`src/core/flash_command_sequencer_consts.vh`:
```
`ifndef FLASH_COMMAND_SEQUENCER_CONSTS_VH
`define FLASH_COMMAND_SEQUENCER_CONSTS_VH
// ==================================================================
// Unlock field codes
`define UNLOCK_ENABLE      4'h3
`define UNLOCK_DISABLE     4'hC
// ==================================================================
// Operating modes
`define MODE_MCU           2'h0
`define MODE_SERIAL        2'h1
`define MODE_PARALLEL      2'h2
// ==================================================================
// Command addresses, low twelve bits
`define CMD_ADDR_A         12'h555
`define CMD_ADDR_B         12'hAAA
// Full-decoded locations
`define PROTECT_ADDR       16'hFF7F
`define ID_VENDOR_ADDR     16'hF000
`define ID_MACRO_ADDR      16'hF001
`define ID_SIZE_ADDR       16'hF002
// ==================================================================
// Command data bytes
`define DAT_UNLOCK1        8'hAA
`define DAT_UNLOCK2        8'h55
`define DAT_PROGRAM        8'hA0
`define DAT_ERASE_SETUP    8'h80
`define DAT_SECTOR_ERASE   8'h30
`define DAT_CHIP_ERASE     8'h10
`define DAT_ID_ENTRY       8'h90
`define DAT_ID_EXIT        8'hF0
`define DAT_PROTECT        8'hA5
`define DAT_PROTECT_VAL    8'h00
`define DAT_UNPROTECTED    8'hFF
`define DAT_PROTECTED      8'h00
// ==================================================================
// Area decode: lowest upper-nibble per mode
`define AREA_MCU_LOW       4'h1
`define AREA_LOWER_BANK_LOW     4'h9
`define AREA_UPPER_BANK_LOW     4'h8
// Lower bank seen 8000H above its real place
`define LOWER_BANK_OFFSET       16'h8000
// ==================================================================
// Toggle bit position
`define TOGGLE_BIT         6
// Timing
`define CLOCK_MHZ          100
`define PROG_TIME_US       40
`define PROG_CYCLES        (`PROG_TIME_US * `CLOCK_MHZ)
`define ERASE_TIME_MS      30
`define ERASE_CYCLES       (`ERASE_TIME_MS * 1000 * `CLOCK_MHZ)
`endif

```
`src/core/flash_command_sequencer.v`:
```
// Operation
// - Sequences accepted only while unlock field holds 0011; reset value 1100 blocks.
// - Command addresses matched on low 12 bits; target, sector, protect decoded fully.
// - Upper nibble must fall in the mode and bank dependent flash area.
// - AA/555, 55/AAA, A0/555 then fourth write programs the target byte.
// - Byte program completes within 40 us of its last write.
// - Six-write sequence ending 30H erases the sector named by upper nibble.
// - Sector erase finishes within 30 ms of the sixth write.
// - Six-write sequence ending 10H to 555 erases the whole array.
// - New sequences ignored while an operation runs.
// - Busy reads return bit 6 inverted from previous read; stops when done.
// - First read after program, chip erase or protect returns toggle as 1.
// - AA/555, 55/AAA, 90/555 enters identification mode.
// - In identification mode F000, F001, F002, FF7F return codes, not array.
// - Size code maps 60,48,32,24,16,8,4 kbytes to 0E,0B,07,05,03,01,00.
// - Protection location reads FFH when unprotected, other value when protected.
// - Identification ends on single F0 write or AA, 55, F0 to 555.
// - AA, 55, A5 then 00 to FF7F sets read protection within 40 us.
// - Read protection cleared only by chip erase.
// - Protected: refuse parallel-mode reads, serial write and loader commands; serial mode only raises o_serial_cmd_block, commands still decoded.
// - Sector erase has no effect in parallel mode.
`timescale 1ns/100ps
`default_nettype none
`include "flash_command_sequencer_consts.vh"

module flash_command_sequencer #(
   parameter       SIZE_KB      = 60,
   parameter [7:0] VENDOR_CODE  = 8'h5A, // Arbitrary value
   parameter [7:0] MACRO_CODE   = 8'h3C, // Arbitrary value
   parameter       ERASE_CYCLES = `ERASE_CYCLES
) (
   // Clock and reset
   input  wire        i_clock,
   input  wire        i_rst,
   // Control bits
   input  wire [3:0]  i_cmd_exec_unlock_field,
   input  wire        i_upper_bank,
   input  wire [1:0]  i_mode,
   // CPU write cycle
   input  wire        i_wr,
   input  wire [15:0] i_addr,
   input  wire [7:0]  i_wdata,
   // CPU read cycle, array byte at i_addr
   input  wire        i_rd,
   input  wire [7:0]  i_array_data,
   // Read answer
   output reg  [7:0]  o_rdata,
   output reg         o_rvalid,
   // Array operation requests
   output reg         o_prog_req,
   output reg  [15:0] o_prog_addr,
   output reg  [7:0]  o_prog_data,
   output reg         o_sector_erase_req,
   output reg  [3:0]  o_sector,
   output reg         o_chip_erase_req,
   // Status
   output reg         o_busy,
   output reg         o_id_mode,
   output reg         o_protected,
   output reg         o_parallel_read_block,
   output reg         o_serial_cmd_block
);

   // ===============================================================
   // Decoder states
   localparam [2:0] S_IDLE   = 3'h0;
   localparam [2:0] S_UNL1   = 3'h1;
   localparam [2:0] S_UNL2   = 3'h2;
   localparam [2:0] S_PROG   = 3'h3;
   localparam [2:0] S_ERS1   = 3'h4;
   localparam [2:0] S_ERS2   = 3'h5;
   localparam [2:0] S_ERS3   = 3'h6;
   localparam [2:0] S_PROT   = 3'h7;

   // Operation kinds
   localparam [1:0] OP_PROG  = 2'h0;
   localparam [1:0] OP_SECT  = 2'h1;
   localparam [1:0] OP_CHIP  = 2'h2;
   localparam [1:0] OP_PROT  = 2'h3;

   // Counts load one short: the zero count is a busy cycle too
   localparam integer PROG_INT   = `PROG_CYCLES - 1;
   localparam integer ERASE_INT  = ERASE_CYCLES - 1;
   localparam [21:0]  PROG_LOAD  = PROG_INT[21:0];
   localparam [21:0]  ERASE_LOAD = ERASE_INT[21:0];

   // ===============================================================
   // Size code lookup
   // Unknown sizes fall back to the smallest code
   function [7:0] size_code;
      input integer kb;
      begin
         case (kb)
            60:      size_code = 8'h0E;
            48:      size_code = 8'h0B;
            32:      size_code = 8'h07;
            24:      size_code = 8'h05;
            16:      size_code = 8'h03;
            8:       size_code = 8'h01;
            default: size_code = 8'h00;
         endcase
      end
   endfunction

   // Low twelve address bits match with area check
   function cmd_hit;
      input [15:0] a;
      input [11:0] low;
      input        area;
      begin
         cmd_hit = area && (a[11:0] == low);
      end
   endfunction

   // Decoder and operation state
   reg  [2:0]  state;
   reg  [1:0]  op;
   reg  [21:0] count;
   reg         toggle;

   // ===============================================================
   // Area check and physical address
   reg  [3:0]  area_low;
   wire        in_area;
   wire [15:0] phys_addr;

   // Serial lower bank only reaches the low half of the array
   // Lower bank shifted down in serial mode
   // Area by mode
   always @* begin
      if (i_mode == `MODE_SERIAL)
         area_low = i_upper_bank ? `AREA_UPPER_BANK_LOW : `AREA_LOWER_BANK_LOW;
      else
         area_low = `AREA_MCU_LOW;
   end

   assign in_area   = (i_addr[15:12] >= area_low);
   assign phys_addr = (i_mode == `MODE_SERIAL && !i_upper_bank) ?
                      (i_addr - `LOWER_BANK_OFFSET) : i_addr;

   // Step matches, low twelve bits only
   // Low bits decode
   wire at_a  = cmd_hit(i_addr, `CMD_ADDR_A, in_area);
   wire at_b  = cmd_hit(i_addr, `CMD_ADDR_B, in_area);
   wire is_u1 = at_a && (i_wdata == `DAT_UNLOCK1);
   wire is_u2 = at_b && (i_wdata == `DAT_UNLOCK2);

   wire unlocked = (i_cmd_exec_unlock_field == `UNLOCK_ENABLE);
   // Writes while busy are dropped without touching the decoder
   // Busy blocks writes
   wire take_wr  = i_wr && unlocked && !o_busy;

   // ===============================================================
   // Sequence decoder
   // Any write that misses the expected step drops to idle, so a
   // stray store never leaves the decoder half armed.
   always @(posedge i_clock or posedge i_rst) begin
      if (i_rst) begin
         state              <= S_IDLE;
         op                 <= OP_PROG;
         count              <= 22'h000000;
         toggle             <= 1'b1;
         o_busy             <= 1'b0;
         o_id_mode          <= 1'b0;
         o_protected        <= 1'b0;
         o_prog_req         <= 1'b0;
         o_prog_addr        <= 16'h0000;
         o_prog_data        <= 8'h00;
         o_sector_erase_req <= 1'b0;
         o_sector           <= 4'h0;
         o_chip_erase_req   <= 1'b0;
      end else begin
         o_prog_req         <= 1'b0;
         o_sector_erase_req <= 1'b0;
         o_chip_erase_req   <= 1'b0;
         // Running operation countdown
         // Timed completion
         if (o_busy) begin
            if (count == 22'h000000) begin
               o_busy <= 1'b0;
               // Protection changes only when the operation ends
               // Protect lands at end
               if (op == OP_PROT)
                  o_protected <= 1'b1;
               if (op == OP_CHIP)
                  o_protected <= 1'b0;
            end else begin
               count <= count - 22'h000001;
            end
         end
         if (take_wr) begin
            state <= S_IDLE;
            case (state)
               S_IDLE: begin
                  if (is_u1)
                     state <= S_UNL1;
                  else if (i_wdata == `DAT_ID_EXIT)
                     o_id_mode <= 1'b0;
               end
               S_UNL1: begin
                  if (is_u2)
                     state <= S_UNL2;
               end
               S_UNL2: begin
                  if (at_a) begin
                     case (i_wdata)
                        `DAT_PROGRAM:     state <= S_PROG;
                        `DAT_ERASE_SETUP: state <= S_ERS1;
                        `DAT_PROTECT:     state <= S_PROT;
                        `DAT_ID_ENTRY:    o_id_mode <= 1'b1;
                        `DAT_ID_EXIT:     o_id_mode <= 1'b0;
                        default:          state <= S_IDLE;
                     endcase
                  end
               end
               S_PROG: begin
                  if (in_area) begin
                     o_prog_req  <= 1'b1;
                     o_prog_addr <= phys_addr;
                     o_prog_data <= i_wdata;
                     op          <= OP_PROG;
                     o_busy      <= 1'b1;
                     count       <= PROG_LOAD;
                     toggle      <= 1'b1;
                  end
               end
               S_ERS1: begin
                  if (is_u1)
                     state <= S_ERS2;
               end
               S_ERS2: begin
                  if (is_u2)
                     state <= S_ERS3;
               end
               S_ERS3: begin
                  if (at_a && i_wdata == `DAT_CHIP_ERASE) begin
                     o_chip_erase_req <= 1'b1;
                     op               <= OP_CHIP;
                     o_busy           <= 1'b1;
                     count            <= ERASE_LOAD;
                     toggle           <= 1'b1;
                  end
                  else if (in_area && i_wdata == `DAT_SECTOR_ERASE &&
                           i_mode != `MODE_PARALLEL) begin
                     o_sector_erase_req <= 1'b1;
                     o_sector           <= phys_addr[15:12];
                     op                 <= OP_SECT;
                     o_busy             <= 1'b1;
                     count              <= ERASE_LOAD;
                     toggle             <= 1'b1;
                  end
               end
               S_PROT: begin
                  if (i_addr == `PROTECT_ADDR &&
                      i_wdata == `DAT_PROTECT_VAL && in_area) begin
                     op     <= OP_PROT;
                     o_busy <= 1'b1;
                     count  <= PROG_LOAD;
                     toggle <= 1'b1;
                  end
               end
               default: state <= S_IDLE;
            endcase
         end
         // Toggle advances on each busy read
         // Toggle per read
         if (i_rd && o_busy)
            toggle <= ~toggle;
      end
   end

   // ===============================================================
   // Read answer
   // Registered so the CPU sees a fixed one-cycle latency.
   always @(posedge i_clock or posedge i_rst) begin
      if (i_rst) begin
         o_rdata  <= 8'h00;
         o_rvalid <= 1'b0;
      end else begin
         o_rvalid <= i_rd;
         if (i_rd) begin
            o_rdata <= i_array_data;
            // Refusal wins over the toggle so nothing leaks out
            // Parallel reads refused
            if (o_protected && i_mode == `MODE_PARALLEL)
               o_rdata <= 8'h00;
            else if (o_busy)
               o_rdata[`TOGGLE_BIT] <= toggle;
            else if (o_id_mode) begin
               // Full 16-bit compare, unlike the command steps
               case (i_addr)
                  `ID_VENDOR_ADDR: o_rdata <= VENDOR_CODE;
                  `ID_MACRO_ADDR:  o_rdata <= MACRO_CODE;
                  `ID_SIZE_ADDR:   o_rdata <= size_code(SIZE_KB);
                  `PROTECT_ADDR:   o_rdata <= o_protected ?
                                   `DAT_PROTECTED : `DAT_UNPROTECTED;
                  default:         o_rdata <= i_array_data;
               endcase
            end
         end
      end
   end

   // ===============================================================
   // Protection blocks for mode logic outside
   // Refusal flags
   always @(posedge i_clock or posedge i_rst) begin
      if (i_rst) begin
         o_parallel_read_block <= 1'b0;
         o_serial_cmd_block    <= 1'b0;
      end else begin
         o_parallel_read_block <= o_protected &&
                                  (i_mode == `MODE_PARALLEL);
         o_serial_cmd_block    <= o_protected &&
                                  (i_mode == `MODE_SERIAL);
      end
   end

endmodule // flash_command_sequencer
`default_nettype wire

```
`config.mk`:
```
export PLATFORM = sky130hd
export DESIGN_NAME = flash_command_sequencer
export DESIGN_NICKNAME = d
export VERILOG_FILES = /design/src/core/flash_command_sequencer.v
export VERILOG_INCLUDE_DIRS = /design/src /design/src/core
export SDC_FILE = /design/constraint.sdc
export NUM_CORES = 1
export LEC_CHECK = 0
export ABC_AREA = 1
export ABC_CLOCK_PERIOD_IN_PS = 2290
export BUFFER_PORTS_ARGS = -buffer_cell sky130_fd_sc_hd__buf_2
export CAP_MARGIN = 0
export CORE_ASPECT_RATIO = 2
export CORE_MARGIN = 4
export CORE_UTILIZATION = 30
export DETAILED_ROUTE_END_ITERATION = 10
export PLACE_DENSITY_LB_ADDON = 0.15
export SYNTH_ARGS = -nofsm -noshare
export SYNTH_HDL_FRONTEND = slang
export SYNTH_SLANG_ARGS = --single-unit
```
`constraint.sdc`:
```
create_clock -name i_clock -period 2.29 [get_ports i_clock]
set_input_delay 0 -clock i_clock [delete_from_list [all_inputs] [get_ports i_clock]]
set_output_delay 0 -clock i_clock [all_outputs]
set_load 0.02 [all_outputs]
```
==> run_results.csv <==
group,metric,value,unit
die,ioPinCount,88,
synthesis,postSynthCellCount,608,
critical_path,cp-end-kind,"flop",
hold_path,hp-class,"primary input to flop",
critical_path,endpoint,"count[2]",
synthesis,yosysSeqAreaShare,0.430,
pwr,clock_power_share,0.467,
timing,tns,0,ns
cts,postCtsSetupBuffers,0,
timing,fin_crit,2.03,ns
critical_path,timing.rr.start,"count[0]",
placed_design,dp_cells,885,
pwr,p_leak,2.80,nW
placed_design,io_buffer_count,87,
die,die_w,92.1,µm
critical_path,r2r_setup_slack,0.34,ns
synthesis,synth-warning-count,0,
critical_path,path_class,"primary input to flop",
cts,h-tree-depth,3,
cts,clock_latency,0.34,ns
timing,drv_slew,0,
synthesis,synth_enable_flop_cells,0,
routing,drc_errors,0,
timing,hold_viol,1,
cts,cts_buffers,9,
die,die_h,176,µm
layout,layout-drive-gt1-share,0.190,
die,core_area,13900,µm²
timing,worst_pin_slew,0.677,ns
pwr,pwr-share-comb,0.083,
cts,root_buffer,"clkbuf_16",
synthesis,syn-cell-area,4250,µm²
status,violations,"hold timing",
critical_path,crit_start,"i_addr[12]",
critical_path,required,2.51,ns
pwr,power.total,0.00293,W
synthesis,syn_nets,654,
timing,fmax,493,MHz
timing,holdWs,-0.00234,ns
layout,seq_area,1830,µm²
global_route,antenna_found_initial,0,
global_route,grt_max_degree,47,
critical_path,cp.arrival,2.25,ns
status,status,"finished, violations left",
routing,ant_nets,0,
routing,firstDrtPassIters,4,
critical_path,worstRegToRegCells,10,
layout,nNetsFinal,771,
layout,multi_input_area,2100,µm²
timing,clock_skew,0.00588,ns
routing,vias,4328,
pwr,seqPwrFrac,0.450,
cts,clkTransAtPathRegs,0.06,ns
placed_design,place.gp.congestion,0.908,
routing,drt_first_iter_violations,142,
layout,fin_cells,919,
routing,viasPerCell,4.71,
layout,nFillCells,1562,
timing,slew_headroom,0.548,
global_route,grt_pass1_vias,4538,
die,fp-row-count,61,
die,die_area,16200,µm²
pwr,power_switching,0.000740,W
cts,clock_sinks,73,
synthesis,syn_area_per_cell,6.99,µm²
timing,fin_crit_sh,0.886,
critical_path,critPathMaxFanout,10,
synthesis,ys_types,35,
timing,final-setup-viol-count,0,
global_route,grt_first_pass_wirelength,22.8,mm
pwr,power_density,539,nW/µm²
synthesis,ys.flop_type,"dfrtp_1",
routing,wirelength,14.2,mm
routing,wl_per_cell,15.5,µm
critical_path,start_kind,"primary input",
critical_path,regToRegEndpoint,"count[11]",
pwr,internal_power,0.00219,W
synthesis,ys_async_sr_fraction,1.00,
synthesis,synth_seq_cells,73,
die,initial_core_util,0.306,
run,cap_viol_max_count,0,
pwr,p_sw_frac,0.253,
timing,rsz0062_at_grt,"false",
pwr,ir_worst_vdd,0.368,mV
global_route,overflow,0,
cts,cts_tree,"built",
placed_design,post-dp-hpwl,11.4,mm
layout,area_delta_synth_final,27.9,%
global_route,track_usage,0.183,
cts,clock_path_buffers,2,
layout,num_antenna_cells,0,
==> layout make-up <==
type	instances	area share
sequential	73	0.336
inverter	76	0.0530
clock buffer	11	0.0465
clock inverter	5	0.00553
timing repair buffer	114	0.128
multi-input combinational	451	0.387
tap	189	0.0435
==> power groups by stage <==
stage	clock [W]	sequential [W]	combinational, W
floorplan	0	0.00136	0.0000953
global placement	0	0.00134	0.000219
detailed placement	0	0.00134	0.000221
CTS	0.00140	0.00132	0.000246
global route	0.00145	0.00132	0.000274
finish	0.00137	0.00132	0.000242
==> critical path, cell delays in order <==
cell and delay (ns):
dlygate4sd3_1 0.54, buf_2 0.13, inv_1 0.10, ha_1 0.24, nor2_1 0.08, nand3_1 0.07
nand2_1 0.09, nand2_2 0.15, nand3_1 0.20, nand3_1 0.16, nand2_4 0.16, inv_2 0.09
or2_1 0.23
==> cell usage in the layout, fill, tap and decap left out, types with 2 or more instances in the layout <==
cell type        n
a21oi_1         13
a21oi_2          2
buf_2           87
buf_4            8
clkbuf_16        9
clkbuf_8         2
clkinv_2         3
clkinvlp_4       2
dfrtp_1         72
dlygate4sd3_1   18
ha_1             3
inv_1           70
inv_2            4
nand2_1        186
nand2_2          5
nand2_4          2
nand3_1         52
nand4_1         22
nor2_1          87
nor2_2           4
nor2_4           3
nor3_1          11
nor3_4           2
o211ai_1         4
o21a_1           2
o21ai_0         35
o21bai_1         2
xor2_1           6
==> flip-flops by register name, indices dropped and copies added (netlist names), 2 cells and up <==
signal / cells
count: 22
o_prog_addr: 16
state: 3
op: 2
o_sector: 4
o_prog_data: 8
o_rdata: 8
==> worst min path at each step <==
| stage | endpoint | start | cells after the start |
|---|---|---|---|
| 2_1_floorplan | o_rvalid | i_rd | 0 |
| 3_3_place_gp | count[19] | i_rst | 2 |
| 3_5_place_dp | count[13] | i_rst | 2 |
| 4_1_cts | o_prog_addr[6] | i_addr[6] | 3 |
| 5_1_grt | o_prog_data[1] | i_wdata[1] | 3 |
| 6_report | o_prog_addr[6] | i_addr[6] | 3 |
==> synth_stat cells, types with 2 or more instances <==
| cell | number | area share |
|---|---|---|
| o211ai_1 | 4 | 0.0071 |
| ha_1 | 3 | 0.0088 |
| nand2_2 | 6 | 0.0088 |
| nor2_4 | 3 | 0.0080 |
| clkbuf_1 | 3 | 0.0027 |
| a21oi_1 | 13 | 0.015 |
| o21a_1 | 2 | 0.0035 |
| nand3_1 | 53 | 0.062 |
| o21ai_0 | 35 | 0.041 |
| nor2_1 | 87 | 0.077 |
| a21oi_2 | 2 | 0.0041 |
| o21bai_1 | 2 | 0.0035 |
| xor2_1 | 6 | 0.012 |
| inv_1 | 71 | 0.063 |
| dfrtp_1 | 72 | 0.42 |
| nand2_1 | 186 | 0.16 |
| nor2_2 | 4 | 0.0059 |
| nand4_1 | 22 | 0.032 |
| buf_2 | 4 | 0.0047 |
| nor3_1 | 11 | 0.013 |
| inv_2 | 4 | 0.0035 |
| nor3_4 | 2 | 0.0077 |
==> cell families after synthesis <==
family / synth area share
AO/OA/AOI/OAI: 0.0798
XOR/XNOR: 0.0124
adder cells (fa/ha/maj): 0.00884
buffers and inverters: 0.0772
flip-flops: 0.430
AND/OR/NAND/NOR: 0.391
==> metal layers <==
layer	wire, µm	vias to the layer above	GRT usage
li1	-	2180	-
met1	4680	2001	0.168
met2	8330	106	0.365
met3	418	41	0.0243
met4	771	0	0.114
met5	0	-	0
==> metrics by stage <==
| stage | utilization | hold slack [ns] | instance area [µm²] | worst slack (ns) |
|---|---|---|---|---|
| finish | 0.391 | -0.00234 | 5430 | 0.260 |
| global placement | 0.357 | 0.138 | 4960 | 0.343 |
| floorplan | - | 0.0314 | 4250 | 0.438 |
| global route | 0.391 | 0.0248 | 5430 | 0.0127 |
| detailed placement | 0.357 | 0.153 | 4960 | 0.288 |
| CTS | 0.390 | 0.00190 | 5420 | 0.161 |
==> repair_timing <==
item,in CTS,in global routing
endpoints found under the hold margin,44,0
hold buffers,18,0
setup endpoints to repair,0,21
gates resized for setup,0,4
Note: power is estimated with default switching activity, not from simulation.
